===== config.mk =====
export PLATFORM = sky130hd
export DESIGN_NAME = cpfm_top
export DESIGN_NICKNAME = d
export VERILOG_FILES = /design/src/cpfm_pkg.sv /design/src/cpfm_top.sv
export SDC_FILE = /design/constraint.sdc
export NUM_CORES = 1
export LEC_CHECK = 0
export BUFFER_PORTS_ARGS = -buffer_cell sky130_fd_sc_hd__buf_2
export CAP_MARGIN = 20
export CORE_ASPECT_RATIO = 0.5
export CORE_MARGIN = 2
export CORE_UTILIZATION = 58
export DETAILED_ROUTE_END_ITERATION = 10
export PLACE_DENSITY = 0.8
export SLEW_MARGIN = 0
export SYNTH_ARGS = -nofsm -noshare
export SYNTH_HDL_FRONTEND = slang
export SYNTH_SLANG_ARGS = --single-unit

===== constraint.sdc =====
create_clock -name CLOCK -period 3.67 [get_ports CLOCK]
set_clock_uncertainty 0.15 [all_clocks]
set_input_delay 0.1835 -clock CLOCK [delete_from_list [all_inputs] [get_ports CLOCK]]
set_output_delay 0.1835 -clock CLOCK [all_outputs]
set_load 0.005 [all_outputs]

===== src/cpfm_pkg.sv =====
// Purpose: Shared constants and types for the control pin function mux
// Assumes: 10 MHz core clock, Avalon-MM register slave with byte addresses
// Notes: Register offsets are byte addresses of aligned 32-bit words
package cpfm_pkg;
	// ****************************************
	// Sizes
	// ****************************************
	localparam int NPINS = 5;
	localparam int SEL_W = 4;
	localparam int CFG_W = 20;
	localparam int PORT_W = 8;
	localparam int TMR_W = 14;
	localparam int LED_W = 18;
	localparam int CKD_W = 4;
	localparam int GPIO_PINS = 4;
	localparam int WRSTB_PINS = 2;
	localparam int RDSTB_PINS = 4;

	// ****************************************
	// Pin functions
	// ****************************************
	typedef enum logic [3:0] {
		FN_DRV_EN,
		FN_PWR_SW,
		FN_HOUT_LED,
		FN_HIN_LED,
		FN_ANY_LED,
		FN_SUSP,
		FN_CK48,
		FN_CK24,
		FN_CK12,
		FN_CK6,
		FN_GPIO,
		FN_WRSTB,
		FN_RDSTB
	} cpfm_fn_e;

	// ****************************************
	// Register map
	// ****************************************
	localparam logic [5:0] A_NVCFG = 6'h00;
	localparam logic [5:0] A_ACTSEL = 6'h04;
	localparam logic [5:0] A_CTRL = 6'h08;
	localparam logic [5:0] A_TIMER = 6'h0C;
	localparam logic [5:0] A_GPIO = 6'h10;
	localparam logic [5:0] A_STATUS = 6'h14;
	localparam logic [5:0] A_PORT_OUT = 6'h18;
	localparam logic [5:0] A_PORT_IN = 6'h1C;
	localparam logic [5:0] A_PORT_DIR = 6'h20;
	localparam logic [5:0] A_UNIT_ID = 6'h24;

	// ****************************************
	// Field positions and reset values
	// ****************************************
	localparam int CTRL_BB_ON = 0;
	localparam int CTRL_SYNC = 1;
	localparam int ST_SUSP = 5;
	localparam int ST_CONF = 6;
	localparam int ST_PEND = 7;
	localparam int GPIO_DIR_LSB = 4;
	localparam int PEND_BIT = 8;
	localparam logic [CFG_W-1:0] NV_DEFAULT = {FN_SUSP, FN_PWR_SW, FN_DRV_EN, FN_HIN_LED, FN_HOUT_LED};
	localparam logic [1:0] CTRL_RST = 2'h0;
	localparam logic [TMR_W-1:0] TIMER_RST = 14'h0001;
	localparam logic [7:0] GPIO_RST = 8'h00;
	localparam logic [PORT_W-1:0] DIR_RST = 8'h00;

	// ****************************************
	// Timing
	// ****************************************
	localparam int CLK_KHZ = 10000;
	localparam int LED_HOLD_US = 20000;
	localparam int LED_HOLD_CYC = (LED_HOLD_US * CLK_KHZ + 999) / 1000;
endpackage : cpfm_pkg


===== src/cpfm_top.sv =====
// Purpose: Per-pin function selection for five control pins, bit-bang port
// Assumes: All inputs synchronous to CLOCK; POR_N only at power-up
// Notes: Clock outputs are scaled divisions of CLOCK in this model
//
// Our own choices: the register offsets and register access over Avalon-MM.
`timescale 1ns/1ns
module cpfm_top #(
	parameter int LED_HOLD = cpfm_pkg::LED_HOLD_CYC,
	// Arbitrary identification value
	parameter logic [31:0] UNIT_ID = 32'h5A5A_0001
) (
	input logic CLOCK,
	input logic RESET_N,
	input logic POR_N,
	input logic CLK_EN,
	input logic [5:0] AVS_ADDRESS,
	input logic AVS_READ,
	input logic AVS_WRITE,
	input logic [31:0] AVS_WRITEDATA,
	input logic [3:0] AVS_BYTEENABLE,
	output logic [31:0] AVS_READDATA,
	output logic AVS_WAITREQUEST,
	input logic SUSPEND,
	input logic CONFIGURED,
	input logic UART_TX_ACTIVE,
	input logic HOST_OUT_XFER,
	input logic HOST_IN_XFER,
	input logic [7:0] UART_LINE_O,
	input logic [7:0] UART_LINE_OE_N,
	input logic [7:0] PORT_I,
	output logic [7:0] PORT_O,
	output logic [7:0] PORT_OE_N,
	input logic [4:0] CTRL_PIN_I,
	output logic [4:0] CTRL_PIN_O,
	output logic [4:0] CTRL_PIN_OE_N
);
	// ****************************************
	// State
	// ****************************************
	logic [cpfm_pkg::CFG_W-1:0] nv_q;
	logic [cpfm_pkg::CFG_W-1:0] nv_d;
	logic [cpfm_pkg::CFG_W-1:0] act_q;
	logic load_q;
	logic [1:0] ctrl_q;
	logic [1:0] ctrl_d;
	logic [cpfm_pkg::TMR_W-1:0] timer_q;
	logic [cpfm_pkg::TMR_W-1:0] timer_d;
	logic [cpfm_pkg::TMR_W-1:0] tmr_q;
	logic [7:0] gpio_q;
	logic [7:0] gpio_d;
	logic [7:0] dir_q;
	logic [7:0] dir_d;
	logic [7:0] port_o_q;
	logic [7:0] port_o_d;
	logic [7:0] pend_byte_q;
	logic pend_q;
	logic pend_d;
	logic [7:0] port_in_q;
	logic samp_q;
	logic samp_arm_q;
	logic wr_stb_q;
	logic rd_stb_q;
	logic wait_q;
	logic [31:0] rdata_q;
	logic [cpfm_pkg::CKD_W-1:0] ckd_q;
	logic [cpfm_pkg::LED_W-1:0] led_cnt_q [2];

	// ****************************************
	// Decode helpers
	// ****************************************
	function automatic logic hit(input logic [5:0] a, input logic [5:0] o);
		hit = (a == o);
	endfunction : hit

	function automatic logic avail(input logic [3:0] f, input int k);
		case (f)
			cpfm_pkg::FN_GPIO: avail = (k < cpfm_pkg::GPIO_PINS);
			cpfm_pkg::FN_WRSTB: avail = (k < cpfm_pkg::WRSTB_PINS);
			cpfm_pkg::FN_RDSTB: avail = (k < cpfm_pkg::RDSTB_PINS);
			default: avail = (f <= cpfm_pkg::FN_RDSTB);
		endcase
	endfunction : avail

	// ****************************************
	// Bus decode
	// ****************************************
	wire logic req = AVS_READ | AVS_WRITE;
	wire logic bb_on = ctrl_q[cpfm_pkg::CTRL_BB_ON];
	wire logic sync_m = bb_on & ctrl_q[cpfm_pkg::CTRL_SYNC];
	wire logic async_m = bb_on & ~ctrl_q[cpfm_pkg::CTRL_SYNC];
	wire logic a_port_out = hit(AVS_ADDRESS, cpfm_pkg::A_PORT_OUT);
	wire logic a_port_in = hit(AVS_ADDRESS, cpfm_pkg::A_PORT_IN);
	// Async byte still waiting holds the next port write off
	wire logic port_busy = AVS_WRITE & a_port_out & async_m & pend_q;
	wire logic answer = wait_q & req & ~port_busy;
	wire logic wr_acc = AVS_WRITE & ~wait_q;
	wire logic rd_acc = AVS_READ & ~wait_q;
	wire logic wr_port = wr_acc & a_port_out;
	wire logic [31:0] bmask = {{8{AVS_BYTEENABLE[3]}}, {8{AVS_BYTEENABLE[2]}},
		{8{AVS_BYTEENABLE[1]}}, {8{AVS_BYTEENABLE[0]}}};
	wire logic [31:0] wmd = AVS_WRITEDATA & bmask;

	// ****************************************
	// Bit-bang timer
	// ****************************************
	wire logic tick = (tmr_q == '0);
	wire logic [cpfm_pkg::TMR_W-1:0] tmr_d = tick ? timer_q : tmr_q - 1'b1;
	wire logic async_out = async_m & tick & pend_q;

	// ****************************************
	// Register next values
	// ****************************************
	always_comb begin
		nv_d = nv_q;
		ctrl_d = ctrl_q;
		timer_d = timer_q;
		gpio_d = gpio_q;
		dir_d = dir_q;
		if (wr_acc) begin
			if (hit(AVS_ADDRESS, cpfm_pkg::A_NVCFG)) begin
				nv_d = (nv_q & ~bmask[cpfm_pkg::CFG_W-1:0]) | wmd[cpfm_pkg::CFG_W-1:0];
			end
			if (hit(AVS_ADDRESS, cpfm_pkg::A_CTRL) && AVS_BYTEENABLE[0]) begin
				ctrl_d = AVS_WRITEDATA[1:0];
			end
			if (hit(AVS_ADDRESS, cpfm_pkg::A_TIMER)) begin
				timer_d = (timer_q & ~bmask[cpfm_pkg::TMR_W-1:0]) | wmd[cpfm_pkg::TMR_W-1:0];
			end
			if (hit(AVS_ADDRESS, cpfm_pkg::A_GPIO) && AVS_BYTEENABLE[0]) begin
				gpio_d = AVS_WRITEDATA[7:0];
			end
			if (hit(AVS_ADDRESS, cpfm_pkg::A_PORT_DIR) && AVS_BYTEENABLE[0]) begin
				dir_d = AVS_WRITEDATA[7:0];
			end
		end
	end

	always_comb begin
		port_o_d = port_o_q;
		pend_d = pend_q;
		if (async_out) begin
			port_o_d = pend_byte_q;
			pend_d = 1'b0;
		end else if (wr_port && !async_m) begin
			port_o_d = AVS_WRITEDATA[7:0];
		end
		if (wr_port && async_m) begin
			pend_d = 1'b1;
		end
		if (!async_m) begin
			pend_d = 1'b0;
		end
	end

	// ****************************************
	// Read data
	// ****************************************
	wire logic [7:0] status = {pend_q, CONFIGURED, SUSPEND, CTRL_PIN_I};
	wire logic [7:0] port_rd = async_m ? PORT_I : port_in_q;
	wire logic [31:0] rd_mux =
		hit(AVS_ADDRESS, cpfm_pkg::A_NVCFG) ? {12'h000, nv_q} :
		hit(AVS_ADDRESS, cpfm_pkg::A_ACTSEL) ? {12'h000, act_q} :
		hit(AVS_ADDRESS, cpfm_pkg::A_CTRL) ? {30'h0000_0000, ctrl_q} :
		hit(AVS_ADDRESS, cpfm_pkg::A_TIMER) ? {18'h0_0000, timer_q} :
		hit(AVS_ADDRESS, cpfm_pkg::A_GPIO) ? {24'h00_0000, gpio_q} :
		hit(AVS_ADDRESS, cpfm_pkg::A_STATUS) ? {24'h00_0000, status} :
		a_port_out ? {23'h00_0000, pend_q, port_o_q} :
		a_port_in ? {24'h00_0000, port_rd} :
		hit(AVS_ADDRESS, cpfm_pkg::A_PORT_DIR) ? {24'h00_0000, dir_q} :
		hit(AVS_ADDRESS, cpfm_pkg::A_UNIT_ID) ? UNIT_ID :
		32'h0000_0000;

	// ****************************************
	// Activity indications
	// ****************************************
	wire logic [1:0] xfer = {HOST_IN_XFER, HOST_OUT_XFER};
	logic [1:0] led_on;
	for (genvar i = 0; i < 2; i++) begin : g_led
		assign led_on[i] = (led_cnt_q[i] != '0);
		always_ff @(posedge CLOCK or negedge RESET_N) begin
			if (!RESET_N) begin
				led_cnt_q[i] <= '0;
			end else if (CLK_EN) begin
				if (xfer[i]) begin
					led_cnt_q[i] <= cpfm_pkg::LED_W'(LED_HOLD);
				end else if (led_on[i]) begin
					led_cnt_q[i] <= led_cnt_q[i] - 1'b1;
				end
			end
		end
	end

	// ****************************************
	// Per-pin function selection
	// ****************************************
	wire logic pwr_on = CONFIGURED & ~SUSPEND;
	logic [1:0] drv [cpfm_pkg::NPINS];

	function automatic logic [1:0] pin_drive(input logic [3:0] f, input int k);
		pin_drive = 2'h3;
		if (avail(f, k)) begin
			case (f)
				cpfm_pkg::FN_DRV_EN: pin_drive = {1'b0, UART_TX_ACTIVE};
				cpfm_pkg::FN_PWR_SW: pin_drive = {1'b0, ~pwr_on};
				cpfm_pkg::FN_HOUT_LED: pin_drive = {1'b0, ~led_on[0]};
				cpfm_pkg::FN_HIN_LED: pin_drive = {1'b0, ~led_on[1]};
				cpfm_pkg::FN_ANY_LED: pin_drive = {1'b0, ~(led_on[0] | led_on[1])};
				cpfm_pkg::FN_SUSP: pin_drive = {1'b0, ~SUSPEND};
				cpfm_pkg::FN_CK48: pin_drive = {1'b0, ckd_q[0]};
				cpfm_pkg::FN_CK24: pin_drive = {1'b0, ckd_q[1]};
				cpfm_pkg::FN_CK12: pin_drive = {1'b0, ckd_q[2]};
				cpfm_pkg::FN_CK6: pin_drive = {1'b0, ckd_q[3]};
				cpfm_pkg::FN_GPIO: pin_drive = {~gpio_q[cpfm_pkg::GPIO_DIR_LSB + k], gpio_q[k]};
				cpfm_pkg::FN_WRSTB: pin_drive = {1'b0, ~(bb_on & wr_stb_q)};
				cpfm_pkg::FN_RDSTB: pin_drive = {1'b0, ~(bb_on & rd_stb_q)};
				default: pin_drive = 2'h3;
			endcase
		end
	endfunction : pin_drive

	for (genvar k = 0; k < cpfm_pkg::NPINS; k++) begin : g_pin
		// One function per pin from its own field
		// Process form so levels read inside the function are tracked
		always_comb begin
			drv[k] = pin_drive(act_q[k*cpfm_pkg::SEL_W +: cpfm_pkg::SEL_W], k);
		end
		always_ff @(posedge CLOCK or negedge RESET_N) begin
			if (!RESET_N) begin
				CTRL_PIN_O[k] <= 1'b1;
				CTRL_PIN_OE_N[k] <= 1'b1;
			end else if (CLK_EN) begin
				CTRL_PIN_O[k] <= drv[k][0];
				CTRL_PIN_OE_N[k] <= drv[k][1];
			end
		end
	end

	// ****************************************
	// Configuration store
	// ****************************************
	// Survives RESET_N; only power-up restores the shipped selection
	always_ff @(posedge CLOCK or negedge POR_N) begin
		if (!POR_N) begin
			nv_q <= cpfm_pkg::NV_DEFAULT;
		end else if (CLK_EN) begin
			nv_q <= nv_d;
		end
	end

	always_ff @(posedge CLOCK or negedge RESET_N) begin
		if (!RESET_N) begin
			act_q <= cpfm_pkg::NV_DEFAULT;
			load_q <= 1'b1;
		end else if (CLK_EN && load_q) begin
			act_q <= nv_q;
			load_q <= 1'b0;
		end
	end

	// ****************************************
	// Control registers
	// ****************************************
	always_ff @(posedge CLOCK or negedge RESET_N) begin
		if (!RESET_N) begin
			ctrl_q <= cpfm_pkg::CTRL_RST;
			timer_q <= cpfm_pkg::TIMER_RST;
			gpio_q <= cpfm_pkg::GPIO_RST;
			dir_q <= cpfm_pkg::DIR_RST;
		end else if (CLK_EN) begin
			ctrl_q <= ctrl_d;
			timer_q <= timer_d;
			gpio_q <= gpio_d;
			dir_q <= dir_d;
		end
	end

	// ****************************************
	// Bus handshake
	// ****************************************
	always_ff @(posedge CLOCK or negedge RESET_N) begin
		if (!RESET_N) begin
			wait_q <= 1'b1;
			rdata_q <= 32'h0000_0000;
		end else if (CLK_EN) begin
			wait_q <= ~answer;
			if (answer && AVS_READ) begin
				rdata_q <= rd_mux;
			end
		end
	end

	assign AVS_WAITREQUEST = wait_q;
	assign AVS_READDATA = rdata_q;

	// ****************************************
	// Bit-bang port
	// ****************************************
	always_ff @(posedge CLOCK or negedge RESET_N) begin
		if (!RESET_N) begin
			tmr_q <= '0;
			port_o_q <= 8'h00;
			pend_byte_q <= 8'h00;
			pend_q <= 1'b0;
			port_in_q <= 8'h00;
			samp_q <= 1'b0;
			samp_arm_q <= 1'b0;
			wr_stb_q <= 1'b0;
			rd_stb_q <= 1'b0;
		end else if (CLK_EN) begin
			tmr_q <= tmr_d;
			port_o_q <= port_o_d;
			pend_q <= pend_d;
			if (wr_port && async_m) begin
				pend_byte_q <= AVS_WRITEDATA[7:0];
			end
			// Sample only once the new byte stands on the lines
			samp_arm_q <= sync_m & wr_port;
			samp_q <= samp_arm_q;
			if (samp_q) begin
				port_in_q <= PORT_I;
			end
			wr_stb_q <= async_out | (sync_m & wr_port);
			rd_stb_q <= samp_q | (async_m & rd_acc & a_port_in);
		end
	end

	// UART lines become the parallel port in bit-bang mode
	always_ff @(posedge CLOCK or negedge RESET_N) begin
		if (!RESET_N) begin
			PORT_O <= 8'hFF;
			PORT_OE_N <= 8'hFF;
		end else if (CLK_EN) begin
			PORT_O <= bb_on ? port_o_q : UART_LINE_O;
			PORT_OE_N <= bb_on ? ~dir_q : UART_LINE_OE_N;
		end
	end

	// ****************************************
	// Clock outputs
	// ****************************************
	// Divider frozen in suspend so all clock pins stop together
	always_ff @(posedge CLOCK or negedge RESET_N) begin
		if (!RESET_N) begin
			ckd_q <= '0;
		end else if (CLK_EN && !SUSPEND) begin
			ckd_q <= ckd_q + 1'b1;
		end
	end
endmodule : cpfm_top


==> results of run 1 <==
[how the worst max path moves through the flow]
| stage | start | endpoint | depth (start not counted) |
|---|---|---|---|
| after floorplan | tmr_q[0] | port_o_q[7] | 10 |
| after global placement | AVS_ADDRESS[5] | pend_byte_q[6] | 5 |
| after detailed placement | tmr_q[0] | tmr_q[4] | 6 |
| after CTS | AVS_ADDRESS[5] | pend_byte_q[0] | 6 |
| after global routing | led_cnt_q[23] | led_cnt_q[18] | 7 |
| final | AVS_ADDRESS[5] | AVS_READDATA[12] | 8 |
[layer usage]
metal | share of wire, % | vias up | routed length [um]
met5 | 0 | - | 0
met4 | 2.6 | 0 | 756
met3 | 8.7 | 61 | 2560
met2 | 47 | 392 | 13800
met1 | 42 | 4436 | 12500
li1 | - | 4160 | -
[kinds of logic after synthesis]
group | count (synthesis)
muxes | 140
and+or+nand+nor | 322
DFF | 204
xor gates and xnor gates | 28
other | 1
AOI/OAI and AO/OA | 255
buffers and inverters | 117
adders and majority gates | 7
[cell usage in the layout, fill, tap and decap left out, types with 21 or more instances in the layout]
cell type,n
inv_1,39
nor2_1,83
mux2_2,97
dfstp_2,41
nand2_1,81
nor3_1,34
o21ai_0,50
clkbuf_16,21
a21oi_1,82
dfrtp_1,163
dlygate4sd3_1,54
buf_2,119
mux2i_1,43
nand3_1,21
[power by group through the flow]
stage | registers (mW) | logic [mW] | clock network (mW)
2_1_floorplan | 2.70 | 0.559 | 0
3_3_place_gp | 2.75 | 0.807 | 0
3_5_place_dp | 2.76 | 0.840 | 0
4_1_cts | 2.73 | 0.892 | 2.13
5_1_grt | 2.76 | 1.01 | 2.23
6_report | 2.74 | 0.899 | 2.11
[layout make-up]
class	count	area [um^2]	share of cell area, %
multi-input combinational	758	5120	40.3
sequential	204	5160	40.6
timing repair buffer	195	1320	10.4
clock inverter	7	90.1	0.710
clock buffer	29	566	4.45
tap	240	300	2.37
inverter	39	146	1.15
[worst register-to-register path: cells and delay by family, from the launching register on]
kind,cells,cell delay [ns]
buffers and inverters,1,0.57
and+or+nand+nor,4,1.46
muxes,1,0.16
AOI/OAI and AO/OA,1,0.07
DFF,1,0.42
==> flow_summary.json, run 1 <==
{
  "finalSetupViolCount": 0,
  "rows": 35,
  "wl_per_cell_um": 20.1,
  "synth-compound-area-share_pct": 14.9,
  "holdWs_ns": 0.0328,
  "cts_buffer_depth": 3,
  "cts_made_buffers": 20,
  "use_met2_pct": 50.1,
  "p_comb_share_pct": 15.7,
  "chipWidth_um": 197,
  "seq_area_frac_synth_pct": 47.9,
  "hold_class": "in2reg",
  "status": "finished, final reports clean",
  "r2r_end": "led_cnt_q[18]",
  "synth_mux_area_share_pct": 14.2,
  "setup_ws_ns": 0.669,
  "synth_top_area_share_pct": 37.9,
  "grt_max_degree": 85,
  "dp_hpwl_um": 19800,
  "cts_root_buf": "clkbuf_16",
  "clock_power_share_pct": 36.7,
  "clk-insertion-delay-late_ns": 0.51,
  "cts.sinks": 204,
  "maxCapViolations": 0,
  "dp_slack_ns": 0.787,
  "crit_buf_inv": 3,
  "pin_count": 141,
  "drive_gt1_share_pct": 26.5,
  "final_nets": 1307,
  "clk_pin_slew_ns": 0.07,
  "die-area_um2": 19700,
  "power_frac_seq_pct": 47.7,
  "worst_pin_slew_ns": 0.964,
  "yosys_warnings": 0,
  "hold_viol": 0,
  "synth_top_family_by_area": "simple AND/OR/NAND/NOR gates",
  "portBuffers": 121,
  "diodes": 0,
  "die_y_um": 100,
  "p_int_mw": 4.11,
  "ant_nets": 0,
  "synth-xor-area-share_pct": 2.28,
  "dr_total_vias": 9049,
  "cts_tree": "yes",
  "stdcell_count": 1472,
  "hp-start": "AVS_ADDRESS[2]",
  "first_iter_violations": 856,
  "place.gp.congestion": 0.979,
  "drc": 0,
  "report.power.total_mw": 5.74,
  "switchingPower_mw": 1.64,
  "initial_core_util_pct": 58.8,
  "rsz0062_at_grt": "no",
  "post_cts_resized": 0,
  "htree_levels": 1,
  "holdPathStages": 3,
  "post-place-cells": 1382,
  "p_sw_share_pct": 28.5,
  "critPathKind": "in2reg",
  "grtUsageMet1_pct": 40.9,
  "ys_ff_latch": 204,
  "r2r_slack_ns": 0.73,
  "overflow": 0,
  "crit_family": "simple AND/OR/NAND/NOR gates",
  "synthFlopType": "dfrtp_1",
  "cts_setup_buffers": 0,
  "start_kind": "input pin",
  "max_stage_delay_ns": 0.82,
  "cp.arrival_ns": 3.21,
  "fill_cells": 1347,
  "grt_usage_pct": 30.3,
  "syn_area_per_cell_um2": 10.0,
  "ys_top_cells_by_count": "dfrtp_1, mux2_2, nor2_1",
  "crit_path_end_kind": "flip-flop",
  "path_cells": "dlygate4sd3_1 -> buf_2 -> or4b_2 -> nor2_1 -> nand2_1 -> nand2b_1 -> buf_4 -> o31ai_1",
  "synth-edff-count": 0,
  "yosysTopAreaCell": "dfrtp_1",
  "finalCriticalPeriod_ns": 3.00,
  "routed_via_density": 6.15,
  "tns_ns": 0,
  "synth_area_um2": 10800,
  "final_area_um2": 12700,
  "min_to": "AVS_READDATA[9]",
  "yosys.area_share.adder_pct": 0.814,
  "design.core.area_um2": 18300,
  "peakVddDrop_mv": 0.295,
  "placed_area_um2": 11500,
  "final_util_pct": 69.4,
  "fmax_mhz": 333,
  "cts_hold_buf": 54,
  "drv_slew": 0,
  "async_flop_share_pct": 100,
  "synthCells": 1074,
  "met3_usage_pct": 6.52,
  "reg2reg_depth": 7,
  "leakagePower_nw": 5.52,
  "rr_startpoint": "led_cnt_q[23]",
  "yosys.cell_count.top_type": "dfrtp_1",
  "grt_antenna_before_repair": 1,
  "drt-pass1-iter-count": 5,
  "critPathSlowestCell": "or4b_2",
  "p_per_area_nw_per_um2": 452,
  "required_ns": 3.88,
  "fin_crit_sh_pct": 81.8,
  "slew_headroom_pct": 35.6,
  "grt-busiest-layer": "met2",
  "synth_area_leaders": "dfrtp_1, mux2_2, dfstp_2",
  "grt_pass1_vias": 8769,
  "ys_types": 67,
  "yosys.area_share.simple_pct": 15.2,
  "area_delta_synth_final_pct": 18.0,
  "cp_max_fo": 13,
  "grt_pass1_wl_um": 47000,
  "drt-total-wl_um": 29600
}
No activity file was read; power rests on OpenSTA's default activity.
==> inputs of run 2 (changes only) <==
- clock period: 3.67 -> 3 ns (I/O delays scaled with it)
==> run 2 against run 1 <==
Against the previous run: final cell count grew 1.0%; combinational power grew 26%; first-iteration DRC count shrank 5.5%; largest power group unchanged.
==> flow_summary.json, run 2 (synthesis results as in run 1) <==
{
  "hp-start": "AVS_ADDRESS[2]",
  "required_ns": 3.27,
  "drc": 0,
  "p_comb_share_pct": 15.6,
  "post_cts_resized": 0,
  "setup_ws_ns": 0.151,
  "drt-total-wl_um": 30300,
  "clock_power_share_pct": 37.9,
  "p_int_mw": 5.18,
  "clk-insertion-delay-late_ns": 0.50,
  "htree_levels": 1,
  "cp.arrival_ns": 3.12,
  "grt_antenna_before_repair": 0,
  "overflow": 0,
  "fmax_mhz": 351,
  "hold_class": "in2reg",
  "report.power.total_mw": 7.23,
  "diodes": 0,
  "drt-pass1-iter-count": 5,
  "switchingPower_mw": 2.05,
  "chipWidth_um": 197,
  "pin_count": 141,
  "tns_ns": 0,
  "fin_crit_sh_pct": 95.0,
  "die_y_um": 100,
  "dr_total_vias": 9264,
  "ant_nets": 0,
  "rsz0062_at_grt": "no",
  "cts.sinks": 204,
  "r2r_slack_ns": 0.27,
  "routed_via_density": 6.23,
  "hold_viol": 0,
  "seqCellArea_um2": 5160,
  "cts_root_buf": "clkbuf_16",
  "final_nets": 1322,
  "rows": 35,
  "final_util_pct": 70.3,
  "peakVddDrop_mv": 0.418,
  "drive_gt1_share_pct": 27.8,
  "first_iter_violations": 809,
  "min_to": "AVS_READDATA[28]",
  "finalCriticalPeriod_ns": 2.85,
  "cts_made_buffers": 20,
  "portBuffers": 121,
  "p_sw_share_pct": 28.4,
  "start_kind": "input pin",
  "worst_pin_slew_ns": 1.01,
  "finalSetupViolCount": 0,
  "design.core.area_um2": 18300,
  "critPathKind": "in2reg",
  "slew_headroom_pct": 32.8,
  "dp_hpwl_um": 21000,
  "p_per_area_nw_per_um2": 562,
  "final_common_cell": "dfrtp_1",
  "drv_slew": 0,
  "grt_pass1_wl_um": 48200,
  "cts_setup_buffers": 0,
  "final_cell_mix": "dfrtp_1, buf_2, mux2_2",
  "dp_slack_ns": 0.292,
  "fill_cells": 1361,
  "status": "finished, final reports clean",
  "grt_max_degree": 76,
  "power_frac_seq_pct": 46.5,
  "area_delta_synth_final_pct": 19.6,
  "clk_pin_slew_ns": 0.07,
  "multi_input_area_um2": 5120,
  "crit_path_end_kind": "flip-flop",
  "cts_buffer_depth": 3,
  "initial_core_util_pct": 58.8,
  "grt_pass1_vias": 9066,
  "cp_max_fo": 16,
  "holdPathStages": 3,
  "grt_usage_pct": 31.1,
  "cts_tree": "yes",
  "place.gp.congestion": 0.955,
  "r2r_end": "CTRL_PIN_O[1]",
  "cts_hold_buf": 51,
  "reg2reg_depth": 6,
  "rr_startpoint": "led_cnt_q[14]",
  "maxCapViolations": 0,
  "leakagePower_nw": 5.64,
  "die-area_um2": 19700,
  "wl_per_cell_um": 20.4
}
-- run 2: changes by cell type in the layout (fill, tap and decap cells not counted) --
| cell | previous run | this run |
|---|---|---|
| clkbuf_8 | 1 | 3 |
| buf_4 | 20 | 37 |
| bufinv_16 | 2 | 3 |
| buf_12 | 1 | 2 |
| inv_8 | 0 | 1 |
| clkinvlp_4 | 2 | 0 |
| clkinv_2 | 3 | 4 |
| dlygate4sd3_1 | 54 | 51 |
| clkbuf_1 | 7 | 4 |
-- run 2: final cells by class --
cell class                 count  area share [%]
clock buffer                  28            4.52
clock inverter                 8           0.944
inverter                      39            1.14
multi-input combinational    758            39.8
sequential                   204            40.1
tap                          240            2.34
timing repair buffer         210            11.2
-- run 2: through the flow --
stage / cells / area, um^2 / hold WS, ns
after floorplan: 1079 / 10800 / -0.296
after global placement: 1400 / 11600 / 0.000139
after detailed placement: 1400 / 11600 / 0.0123
after CTS: 1487 / 12900 / 0.000908
after global routing: 1487 / 12900 / 0.0269
final: 1487 / 12900 / 0.0154
-- run 2: power by group through the flow --
stage                     clock network [mW]  registers, mW  logic, mW
after floorplan                            0           3.30      0.684
after global placement                     0           3.36       1.02
after detailed placement                   0           3.38       1.07
after CTS                               2.74           3.34       1.12
after global routing                    2.86           3.38       1.26
final                                   2.74           3.36       1.13
-- run 2: worst max path at each step --
stage                               from             to  slack, ns  cells past startpoint
after global placement     led_cnt_q[14]  CTRL_PIN_O[1]       0.34                      6
after global routing      AVS_ADDRESS[5]    port_o_q[5]       0.03                      8
after CTS                 AVS_ADDRESS[5]    port_o_q[1]       0.22                      8
after floorplan                 tmr_q[0]    port_o_q[7]       0.35                     10
final                     AVS_ADDRESS[5]    port_o_q[0]       0.15                      8
after detailed placement   led_cnt_q[14]  CTRL_PIN_O[1]       0.29                      6
-- run 2: per-layer routing --
metal  share of wire (%)  track usage [%]
met4                 2.6             8.68
met1                  42             42.5
met2                  47             51.9
met3                 8.3             5.54
met5                   0                0
-- run 2: critical path, cell delays in order --
cell and delay [ns]:
dlygate4sd3_1 0.55, buf_2 0.22, or4b_2 0.84, nor4b_1 0.57
nor2b_1 0.20, o21a_2 0.36, nor2_1 0.08, a21oi_1 0.14
==> inputs of run 3 (changes only) <==
- CORE_UTILIZATION: 58 -> 40
- PLACE_DENSITY: 0.8 -> 0.59
==> run 3 against run 2 <==
Against the previous run: setup slack improved by 0.12 ns; sequential power about the same; register-to-register slack about the same; combinational power about the same; via count decreased by 4.0%; utilization decreased by 21 points; largest cell class unchanged; largest power group unchanged.
==> flow_summary.json, run 3 (synthesis results as in run 1) <==
{
  "status": "finished, final reports clean",
  "rows": 42,
  "htree_levels": 1,
  "maxCapViolations": 0,
  "clk-insertion-delay-late_ns": 0.51,
  "first_iter_violations": 707,
  "peakVddDrop_mv": 0.341,
  "cts_root_buf": "clkbuf_16",
  "fin_crit_sh_pct": 91.1,
  "drv_slew": 0,
  "power_frac_seq_pct": 46.3,
  "drt-total-wl_um": 31000,
  "holdPathStages": 5,
  "p_per_area_nw_per_um2": 553,
  "max_stage_delay_ns": 0.60,
  "cts.sinks": 204,
  "die-area_um2": 28300,
  "ant_nets": 0,
  "placed_area_um2": 11800,
  "path_cells": "or4_4 -> or4_4 -> nor2_2 -> a311oi_1 -> a2111oi_0 -> o32a_1",
  "die_y_um": 120,
  "clock_power_share_pct": 38.1,
  "chipWidth_um": 236,
  "min_to": "CTRL_PIN_O[0]",
  "reg2reg_depth": 6,
  "wl_per_cell_um": 19.3,
  "routed_via_density": 5.53,
  "dp_hpwl_um": 22000,
  "finalSetupViolCount": 0,
  "area_delta_synth_final_pct": 21.6,
  "crit_buf_inv": 0,
  "p_int_mw": 5.18,
  "r2r_slack_ns": 0.27,
  "grt_pass1_wl_um": 48700,
  "switchingPower_mw": 2.06,
  "final_common_cell": "dfrtp_1",
  "fmax_mhz": 366,
  "slew_headroom_pct": 46.5,
  "p_sw_share_pct": 28.4,
  "grt_antenna_before_repair": 0,
  "cts_buffer_depth": 3,
  "tns_ns": 0,
  "critPathSlowestCell": "or4_4",
  "clk_pin_slew_ns": 0.06,
  "cp.arrival_ns": 3.03,
  "start_kind": "flip-flop",
  "rsz0062_at_grt": "no",
  "dr_total_vias": 8897,
  "drive_gt1_share_pct": 28.1,
  "post_cts_resized": 0,
  "diodes": 0,
  "p_comb_share_pct": 15.6,
  "cp_max_fo": 8,
  "grt_usage_pct": 21.9,
  "critPathKind": "reg2reg",
  "final_cell_mix": "dfrtp_1, buf_2, mux2_2",
  "pin_count": 141,
  "drt-pass1-iter-count": 5,
  "path_common_cell": "or4_4",
  "cts_setup_buffers": 0,
  "crit_family": "simple AND/OR/NAND/NOR gates",
  "cts_tree": "yes",
  "cts_made_buffers": 21,
  "design.core.area_um2": 26400,
  "grt_pass1_vias": 8600,
  "drc": 0,
  "final_nets": 1332,
  "initial_core_util_pct": 40.7,
  "overflow": 0,
  "hp-start": "UART_TX_ACTIVE",
  "leakagePower_nw": 5.67,
  "final_area_um2": 13100,
  "required_ns": 3.30,
  "crit_path_end_kind": "flip-flop",
  "rr_startpoint": "led_cnt_q[14]",
  "hold_viol": 0,
  "portBuffers": 121,
  "grt_max_degree": 70,
  "holdWs_ns": 0.0302,
  "worst_pin_slew_ns": 0.800,
  "r2r_end": "CTRL_PIN_O[1]",
  "place.gp.congestion": 0.897,
  "finalCriticalPeriod_ns": 2.73,
  "hold_class": "in2reg"
}
[run 3: changes by cell type in the layout (fill, tap and decap cells not counted), sizes merged]
cell	previous run	this run
clkbuf	28	29
clkinvlp	0	2
inv	40	39
dlygate4sd3	51	54
clkinv	4	3
buf	159	165
[run 3: metal layers]
metal	track usage, %	wire length, um
met3	3.59	1410
met1	30.0	14200
met4	4.74	590
met5	0	0
met2	36.7	14800
[run 3: power by group through the flow]
stage          clock network (mW)  logic (mW)  registers [mW]
2_1_floorplan                   0       0.684            3.30
3_3_place_gp                    0        1.04            3.38
3_5_place_dp                    0        1.07            3.39
4_1_cts                      2.81        1.13            3.34
5_1_grt                      2.94        1.26            3.40
6_report                     2.76        1.13            3.35
[run 3: area by class of cell]
class                   instances  area [um^2]
clock buffers                  29          586
repair buffers                219         1510
fillers                      2415        13400
flip-flops and latches        204         5160
clock inverters                 8          120
well taps                     352          440
inverters                      39          146
multi-input cells             758         5120
[run 3: timing repair]
item / 4_1_cts / 5_1_grt
hold buffers: 54 / 0
endpoints found under the hold margin: 204 / 0
setup endpoints to repair: 0 / 0
[run 3: how the worst max path moves through the flow]
stage	startpoint	to	depth (start not counted)	slack [ns]
2_1_floorplan	tmr_q[0]	port_o_q[7]	10	0.35
3_3_place_gp	led_cnt_q[14]	CTRL_PIN_O[1]	6	0.34
3_5_place_dp	led_cnt_q[14]	CTRL_PIN_O[1]	6	0.30
4_1_cts	led_cnt_q[14]	CTRL_PIN_O[1]	6	0.27
5_1_grt	tmr_q[0]	port_o_q[0]	8	0.15
6_report	led_cnt_q[14]	CTRL_PIN_O[1]	6	0.27
[run 3: tightest hold or removal path: stages]
cell,delay [ns]
buf_2,0.16
a31oi_1,0.10
nand3_1,0.07
a31oi_1,0.04
a21oi_1,0.12
[run 3: stage by stage]
stage / power [mW] / setup WS [ns] / utilization (%) / std cells
2_1_floorplan: 3.99 / 0.346 / - / 1079
3_3_place_gp: 4.42 / 0.337 / 44.8 / 1518
3_5_place_dp: 4.46 / 0.297 / 44.8 / 1518
4_1_cts: 7.29 / 0.274 / 49.5 / 1609
5_1_grt: 7.60 / 0.150 / 49.5 / 1609
6_report: 7.24 / 0.268 / 49.5 / 1609
